<file path="src/pse_defs.vh">
// Constants for the PAL switch, burst and colour enable block.
// What this block does
// - Toggle flip-flop divides line rate by two, swapping alternation phase every line.
// - True output enables normal lines, complement output enables inverted-phase lines.
// - Second flip-flop shapes a sync trailing-edge pulse into a clean burst gate.
// - Two AND gates steer burst gate to exactly one burst phase gate per line.
// - Four AND gates form red and green enables from phase and object enables.
// - Alternation phase selects which red/green gate pair conducts on each line.
// - Blue/yellow switches never open with red/green ones; burst can open together with the green background gate.
// - Green background enable is an AND of game outputs; the same term drives luma_background.
// - Playfield and left bat luminance merge through an OR for equal level.
// - Ball white, background green, left bat yellow, right bat blue, playfield red.
`ifndef PSE_DEFS_VH
`define PSE_DEFS_VH
`define PSE_CLK_HZ        50000000
`define PSE_LINE_HZ       15625
`define PSE_ALT_HZ        7800
`define PSE_BURST_NS      2250
`define PSE_BURST_CYC     ((`PSE_BURST_NS * (`PSE_CLK_HZ / 1000000)) / 1000)
`define PSE_PHASE_RST     1'h0
`endif

</file>
<file path="src/pse_pal_encoder.v">
// PAL alternation, swinging burst gating and colour gate enables.
`timescale 1ns/1ns
`include "pse_defs.vh"
module pse_pal_encoder #(
  parameter BURST_CYC = `PSE_BURST_CYC
) (
  input  wire mclk,
  input  wire rst,
  input  wire sync_in,
  input  wire ball_in,
  input  wire left_bat_in,
  input  wire right_bat_in,
  input  wire playfield_in,
  output reg  pal_phase,
  output reg  pal_phase_n,
  output reg  burst_gate,
  output reg  burst_normal_en,
  output reg  burst_invert_en,
  output reg  red_normal_en,
  output reg  red_invert_en,
  output reg  green_normal_en,
  output reg  green_invert_en,
  output reg  blue_en,
  output reg  yellow_en,
  output reg  luma_white,
  output reg  luma_bright,
  output reg  luma_background
);

  // ------------------------------------------------------------
  // Pin synchronisers
  // ------------------------------------------------------------
  wire sync_s;
  wire ball_s;
  wire lbat_s;
  wire rbat_s;
  wire field_s;

  pse_sync2 u_sync (
    .mclk (mclk),
    .rst  (rst),
    .din  (sync_in),
    .dout (sync_s)
  );

  pse_sync2 u_ball (
    .mclk (mclk),
    .rst  (rst),
    .din  (ball_in),
    .dout (ball_s)
  );

  pse_sync2 u_lbat (
    .mclk (mclk),
    .rst  (rst),
    .din  (left_bat_in),
    .dout (lbat_s)
  );

  pse_sync2 u_rbat (
    .mclk (mclk),
    .rst  (rst),
    .din  (right_bat_in),
    .dout (rbat_s)
  );

  pse_sync2 u_field (
    .mclk (mclk),
    .rst  (rst),
    .din  (playfield_in),
    .dout (field_s)
  );

  // ------------------------------------------------------------
  // Sync trailing edge detection
  // ------------------------------------------------------------
  reg  sync_d;
  wire sync_trail;

  always @(posedge mclk or posedge rst) begin
    if (rst) begin
      sync_d <= 1'h0;
    end else begin
      sync_d <= sync_s;
    end
  end

  // A falling sync level marks the end of each line sync pulse.
  assign sync_trail = sync_d & ~sync_s;

  // ------------------------------------------------------------
  // Alternation flip-flop
  // ------------------------------------------------------------
  wire next_phase;

  assign next_phase = sync_trail ? ~pal_phase : pal_phase;

  always @(posedge mclk or posedge rst) begin
    if (rst) begin
      pal_phase <= `PSE_PHASE_RST;
    end else begin
      pal_phase <= next_phase;
    end
  end

  // The complement has its own flip-flop so both phase lines switch on the same edge.
  always @(posedge mclk or posedge rst) begin
    if (rst) begin
      pal_phase_n <= ~`PSE_PHASE_RST;
    end else begin
      pal_phase_n <= ~next_phase;
    end
  end

  // ------------------------------------------------------------
  // Burst gate pulse shaper
  // ------------------------------------------------------------
  reg [15:0] burst_cnt;
  reg [15:0] next_burst_cnt;
  reg        next_burst_gate;

  // A new trailing edge reloads the count, so a short line restarts the gate.
  always @* begin
    next_burst_cnt  = 16'h0000;
    next_burst_gate = 1'h0;
    if (sync_trail) begin
      next_burst_cnt  = BURST_CYC[15:0];
      next_burst_gate = 1'h1;
    end else if (burst_cnt > 16'h0001) begin
      next_burst_cnt  = burst_cnt - 16'h0001;
      next_burst_gate = 1'h1;
    end
  end

  always @(posedge mclk or posedge rst) begin
    if (rst) begin
      burst_cnt  <= 16'h0000;
      burst_gate <= 1'h0;
    end else begin
      burst_cnt  <= next_burst_cnt;
      burst_gate <= next_burst_gate;
    end
  end

  // ------------------------------------------------------------
  // Colour gate enables
  // ------------------------------------------------------------
  wire background;
  wire ball_win;
  wire field_win;
  wire rbat_win;
  wire lbat_win;

  // Background is shown where no object is present and outside sync.
  assign background = ~ball_s & ~lbat_s & ~rbat_s & ~field_s & ~sync_s;

  // The ball covers everything, the playfield covers both bats and the right bat
  // covers the left one, so the blue/yellow group never opens with red or green.
  assign ball_win  = ball_s;
  assign field_win = field_s & ~ball_s;
  assign rbat_win  = rbat_s & ~ball_s & ~field_s;
  assign lbat_win  = lbat_s & ~ball_s & ~rbat_s & ~field_s;

  // ------------------------------------------------------------
  // Next values of the gate enables
  // ------------------------------------------------------------
  reg next_burst_normal_en;
  reg next_burst_invert_en;
  reg next_red_normal_en;
  reg next_red_invert_en;
  reg next_green_normal_en;
  reg next_green_invert_en;
  reg next_blue_en;
  reg next_yellow_en;
  reg next_luma_white;
  reg next_luma_bright;
  reg next_luma_background;

  always @* begin
    next_burst_normal_en = burst_gate & pal_phase;
    next_burst_invert_en = burst_gate & pal_phase_n;
    next_red_normal_en   = field_win & pal_phase;
    next_red_invert_en   = field_win & pal_phase_n;
    next_green_normal_en = background & pal_phase;
    next_green_invert_en = background & pal_phase_n;
    next_blue_en         = rbat_win;
    next_yellow_en       = lbat_win;
    next_luma_white      = ball_win;
    next_luma_bright     = field_s | lbat_s;
    next_luma_background = background;
  end

  // ------------------------------------------------------------
  // Burst phase gate enables
  // ------------------------------------------------------------
  always @(posedge mclk or posedge rst) begin
    if (rst) begin
      burst_normal_en <= 1'h0;
    end else begin
      burst_normal_en <= next_burst_normal_en;
    end
  end

  always @(posedge mclk or posedge rst) begin
    if (rst) begin
      burst_invert_en <= 1'h0;
    end else begin
      burst_invert_en <= next_burst_invert_en;
    end
  end

  // ------------------------------------------------------------
  // Red and green gate enables
  // ------------------------------------------------------------
  always @(posedge mclk or posedge rst) begin
    if (rst) begin
      red_normal_en <= 1'h0;
    end else begin
      red_normal_en <= next_red_normal_en;
    end
  end

  always @(posedge mclk or posedge rst) begin
    if (rst) begin
      red_invert_en <= 1'h0;
    end else begin
      red_invert_en <= next_red_invert_en;
    end
  end

  always @(posedge mclk or posedge rst) begin
    if (rst) begin
      green_normal_en <= 1'h0;
    end else begin
      green_normal_en <= next_green_normal_en;
    end
  end

  always @(posedge mclk or posedge rst) begin
    if (rst) begin
      green_invert_en <= 1'h0;
    end else begin
      green_invert_en <= next_green_invert_en;
    end
  end

  // ------------------------------------------------------------
  // Blue and yellow gate enables
  // ------------------------------------------------------------
  always @(posedge mclk or posedge rst) begin
    if (rst) begin
      blue_en <= 1'h0;
    end else begin
      blue_en <= next_blue_en;
    end
  end

  always @(posedge mclk or posedge rst) begin
    if (rst) begin
      yellow_en <= 1'h0;
    end else begin
      yellow_en <= next_yellow_en;
    end
  end

  // ------------------------------------------------------------
  // Luminance enables
  // ------------------------------------------------------------
  always @(posedge mclk or posedge rst) begin
    if (rst) begin
      luma_white <= 1'h0;
    end else begin
      luma_white <= next_luma_white;
    end
  end

  always @(posedge mclk or posedge rst) begin
    if (rst) begin
      luma_bright <= 1'h0;
    end else begin
      luma_bright <= next_luma_bright;
    end
  end

  always @(posedge mclk or posedge rst) begin
    if (rst) begin
      luma_background <= 1'h0;
    end else begin
      luma_background <= next_luma_background;
    end
  end
endmodule // pse_pal_encoder

</file>
<file path="src/pse_sync2.v">
// Two flip-flop synchroniser for one pin input.
`timescale 1ns/1ns
module pse_sync2 (
  input  wire mclk,
  input  wire rst,
  input  wire din,
  output reg  dout
);
  reg meta;

  always @(posedge mclk or posedge rst) begin
    if (rst) begin
      meta <= 1'h0;
      dout <= 1'h0;
    end else begin
      meta <= din;
      dout <= meta;
    end
  end
endmodule // pse_sync2

</file>
<file path="config.mk">
export PLATFORM = sky130hd
export DESIGN_NAME = pse_pal_encoder
export DESIGN_NICKNAME = d
export VERILOG_FILES = /design/src/pse_pal_encoder.v /design/src/pse_sync2.v
export VERILOG_INCLUDE_DIRS = /design/src
export SDC_FILE = /design/constraint.sdc
export NUM_CORES = 1
export LEC_CHECK = 0
export BUFFER_PORTS_ARGS = -buffer_cell sky130_fd_sc_hd__buf_4
export CAP_MARGIN = 25
export CORE_ASPECT_RATIO = 1.25
export CORE_MARGIN = 3
export CORE_UTILIZATION = 38
export CTS_BUF_LIST = sky130_fd_sc_hd__clkbuf_16
export DETAILED_ROUTE_END_ITERATION = 16
export GPL_ROUTABILITY_DRIVEN = 0
export PLACE_DENSITY_LB_ADDON = 0.15
export SYNTH_ARGS = -nofsm -noshare
export SYNTH_HDL_FRONTEND = slang
export SYNTH_SLANG_ARGS = --single-unit
</file>
<file path="constraint.sdc">
create_clock -name mclk -period 1.6 [get_ports mclk]
set_input_delay 0.16 -clock mclk [delete_from_list [all_inputs] [get_ports mclk]]
set_output_delay 0.16 -clock mclk [all_outputs]
set_load 0.02 [all_outputs]
</file>
== Word-level counts from Yosys, hierarchy flattened ==
Cells that the tools add are included.
Storage, ports and cells
  register bits: 41
  output and inout port bits: 14
Operators by class
  add/subtract/negate cells: 1
  magnitude comparators: 1
  multiplexer cells: 5
  bitwise operators: 25
Operators with widths (count)
  16-bit 2-to-1 mux: 2
  1-bit bitwise AND: 17
  16-bit by 1-bit greater-than comparator with 1-bit output, second input constant: 1
  16-bit by 1-bit subtractor with 16-bit output, second input constant: 1
  1-bit NOT: 7
  1-bit 2-to-1 mux: 3
  1-bit OR: 1

== Depth between registers and ports, before layout ==
  depth after elaboration: 6
  mapped depth: 6
  depth with buffers taken out: 6

== By module ==
A second synthesis with hierarchy kept.
Second synthesis, totals
  cell total of the unflattened synthesis: 127
  area, all modules: 1559.0 µm²
By module, submodules not included
  pse_pal_encoder: times used 1, cells each 112, area each 1290.0 µm², sequential area each 777.0 µm²
  pse_sync2: times used 5, cells each 3, area each 53.8 µm², sequential area each 50.0 µm²

== Least setup slack after synthesis ==
Ideal clock, no wire load.
  kind: flip-flop to flip-flop
  start point: reg burst_cnt[0]
  end point: reg burst_cnt[14]
  setup time: 77 ps
  arrival time: 1374 ps
  path slack: 149 ps
  stages on the path, launching flop included: 7
  path buffers: 1
  period minus slack after synthesis: 1451 ps
  cells stage by stage: dfrtp_1 > inv_1 > ha_1 > o21ai_0 > o21ai_1 > buf_2 > a21oi_1
On the way
  cells in the longest elaborated chain, start to end: 3
Ends and longest elaborated chain
  start: declaration: line pse_pal_encoder.v:118  | reg [15:0] burst_cnt;
  start signal: assignment: line pse_pal_encoder.v:140  | burst_cnt <= next_burst_cnt;
  16-bit by 1-bit subtractor with 16-bit output / 16-bit by 1-bit greater-than comparator with 1-bit output (equally long branches): line pse_pal_encoder.v:130, pse_pal_encoder.v:129
  16-bit 2-to-1 mux (*): line pse_pal_encoder.v:129  | end else if (burst_cnt > 16'h0001) begin
  16-bit 2-to-1 mux (*): line pse_pal_encoder.v:126  | if (sync_trail) begin
  named net next_burst_cnt[14]: line pse_pal_encoder.v:119  | reg [15:0] next_burst_cnt;
Mark *: on every way through the listed nets, which the timed path passes. The rest lies on a longest branch.

== Worst setup path in the final report ==
  start point: reg burst_cnt[6]
  end point: reg burst_cnt[15]
Same word-level chain as after synthesis.

==> results.txt <==
TritonCTS clock tree - built
final cell count without fillers - 221
overall die width - 63.2 um
overall power of the completed layout - 3230 uW
post-synth top area share - 64.5%
outcome - completed
WP buf/inv - 0
power per cell area - 1550 nW/um^2
fraction of the core area covered by cells at the end of the flow - 54.2%
uppermost metal layer occupied by signal nets - met4
longest individual stage delay on the worst path - 430 ps
largest net degree at the start of global routing - 42
worst-case setup slack after placement - 10.7 ps
worst-path cell chain - nor3_2 > nand4_1 > nor4_1 > mux2i_1
DIE HEIGHT - 77.4 um
routed vias - 1018
met2 routed WL - 1460 um
Clk Tree Root Cell - sky130_fd_sc_hd__clkbuf_16
initial antenna violation count - 0
final routed wire length divided by cell count - 12.5 um
Largest register FFs - 16
sink count of the clock tree - 41
CP max FO - 5
average instance area after synthesis - 12.3 sq um
Layout area overhead - 34.4%
final wirelength - 2760 um
worst setup path category - flip-flop to flip-flop
Period Utilization, post-route - 97.0%
min setup slack post-route - 47.3 ps
pins over their slew limit - 0
TritonRoute pass-1 iters - 4
maximum clock frequency - 644 MHz
largest cells by area after synthesis - sky130_fd_sc_hd__dfrtp_1, sky130_fd_sc_hd__xor2_1, sky130_fd_sc_hd__nor2_1
post-route met1 wirelength - 1160 um
Synth Net Count - 135
Yosys warning count - 0
Die Outline Area - 4890 sq um
Reg-to-Reg Start - burst_cnt[6]$_DFF_PP0_
CTS buffer count - 5
worst setup path start - burst_cnt[6]$_DFF_PP0_
fraction of layout cells with a size suffix above 1 - 28.7%
Arrival @ worst endpoint - 1750 ps
Std-Cell Rows - 25
detailed-placement wirelength estimate - 1970 um
crit-path leading delay family - simple AND/OR/NAND/NOR gates
effective utilization at floorplan - 40.3%
wire length on met3 - 97 um
residual DRC count - 0
post-detailed-route count of antenna-violating nets - 0
Std-Cell Core Area - 3850 sq um
global-route wire length before repair - 4670 um
setup skew after layout - 4.80 ps
number of global-route vias before repair - 1045
register name with the most flops - burst_cnt
synthesized flop and latch total - 41
number of DRC markers after the initial detailed-route iteration - 58
measured slew at the worst slew-check pin - 498 ps
final hold vios - 0
detail-routed via count per cell - 4.61
Global Route Usage Sum - 12.3%
input/output buffers - 20
total I/O pin count - 21
final global-route overflow total - 0
number of fill cells in the layout - 325
Syn Std Cell Area - 1550 sq um
H-Tree Depth - 2
VDD IR-drop max - 0.000552 V
worst path required time - 1800 ps
gate count after technology mapping - 126
Netlist cell types - 31
final setup violation count - 0
clock transition at the registers of the reported paths - 60 ps
static leakage - 0.000947 uW
number of placed instances with taps included - 208
maximum buffer depth of the clock tree - 2
dominant cell type by area after synthesis - sky130_fd_sc_hd__dfrtp_1
register area share after synthesis - 66.2%
Max Cap Violations - 0
startpoint class of the critical path - flip-flop
Slew Limit Headroom - 66.8%
total number of nets in the final design - 175
worst skew pair latency - 280 ps
final-layout setup total negative slack - 0 ps
setup repair after global routing missed its margin - yes
Antenna diodes - 0
number of buffers added for setup after CTS - 0
Worst setup EP type - flip-flop
shortest clock period the worst path allows after layout - 1550 ps
FF+latch area - 1030 sq um
area used by multi-input combinational logic - 495 sq um
hold crit path type - input port to asynchronous set/reset pin
cell type of the slowest stage on the worst timing path - sky130_fd_sc_hd__dfrtp_1
## repair_timing
action                                 4_1_cts  5_1_grt
setup endpoints to repair                    1       11
gates resized for setup                      1        4
hold buffers                                 5        0
endpoints found under the hold margin        5        0
pin swaps                                    0        2
## area by class of cell
type                       count  share of cell area, %
clock inverter                 3                   3.30
timing repair buffer          35                   13.2
inverter                       6                   1.08
tap                           54                   3.24
multi-input combinational     77                   23.8
sequential                    41                   49.4
clock buffer                   5                   6.00
## cells in the final DEF, fill, tap and decap left out, drive strengths merged, types with 2 or more instances in the layout
master	count
or3	5
bufinv	2
nor4	2
o21ai	7
nand2	6
and3b	2
clkbuf	5
ha	2
a21oi	3
inv	7
buf	30
xor2	8
nor3	8
xnor2	3
nor2	14
and2	4
nand4	2
nand4b	2
nand3	3
dlygate4sd3	5
dfrtp	40
## synth_stat cells
master / instances
sky130_fd_sc_hd__o21ai_1: 1
sky130_fd_sc_hd__nand4_1: 2
sky130_fd_sc_hd__dfrtp_1: 40
sky130_fd_sc_hd__mux2i_1: 1
sky130_fd_sc_hd__nand4b_1: 2
sky130_fd_sc_hd__xor2_1: 8
sky130_fd_sc_hd__nand2b_1: 1
sky130_fd_sc_hd__nand3b_1: 1
sky130_fd_sc_hd__a21oi_1: 3
sky130_fd_sc_hd__or3_1: 4
sky130_fd_sc_hd__inv_1: 6
sky130_fd_sc_hd__o21ai_0: 6
sky130_fd_sc_hd__xnor2_1: 3
sky130_fd_sc_hd__dfstp_2: 1
sky130_fd_sc_hd__or3_2: 1
sky130_fd_sc_hd__ha_1: 2
sky130_fd_sc_hd__nor3_2: 2
sky130_fd_sc_hd__buf_2: 1
sky130_fd_sc_hd__nand2_1: 6
sky130_fd_sc_hd__nor3b_1: 1
sky130_fd_sc_hd__nor2_1: 14
sky130_fd_sc_hd__and3b_1: 2
sky130_fd_sc_hd__nor3_1: 6
sky130_fd_sc_hd__nand3_1: 2
sky130_fd_sc_hd__nor4_4: 1
sky130_fd_sc_hd__or2_2: 1
sky130_fd_sc_hd__nand3_2: 1
sky130_fd_sc_hd__and2_1: 4
sky130_fd_sc_hd__nor2b_1: 1
sky130_fd_sc_hd__nor4_1: 1
sky130_fd_sc_hd__clkbuf_1: 1
## worst reg2reg max path, delay by kind of cell (launching register included)
| kind | cells | cell delay [ps] |
|---|---|---|
| muxes | 1 | 220 |
| and+or+nand+nor | 3 | 830 |
| DFF | 1 | 430 |
## per-stage QoR
step                area (sq um)  hold slack, ps
floorplan                   1550             191
CTS                         2080            25.7
finish                      2080            3.26
detailed placement          1840             271
global route                2080            68.0
global placement            1840             270
## power by group
part | internal, uW | switching [uW]
sequential | 1190 | 158
clock | 898 | 390
combinational | 288 | 303
total | 2380 | 851
## metal layers
metal,vias to the layer above,track usage (%)
met5,-,0
met4,0,6.18
met3,4,3.91
met2,19,21.0
met1,492,13.6
li1,503,-
## cell families after synthesis
family | Yosys count | share of synthesized area (%)
xor gates and xnor gates | 11 | 6.21
buffers and inverters | 8 | 2.02
adders and majority gates | 2 | 1.61
AOI/OAI and AO/OA | 10 | 3.23
and+or+nand+nor | 53 | 20.1
muxes | 1 | 0.645
DFF | 41 | 66.2
## final timing paths
kind / end / slack (ps) / cells past startpoint
setup / recovery: burst_cnt[15]$_DFF_PP0_ / 50 / 4
hold / removal: u_lbat.meta$_DFF_PP0_ / 3 / 3
max in group asynchronous: burst_cnt[4]$_DFF_PP0_ / 1230 / 3
hold reg to reg: u_field.dout$_DFF_PP0_ / 340 / 0
setup reg to reg: burst_cnt[15]$_DFF_PP0_ / 50 / 4
min in group mclk: u_field.dout$_DFF_PP0_ / 340 / 0
No activity file was read; power rests on OpenSTA's default activity.
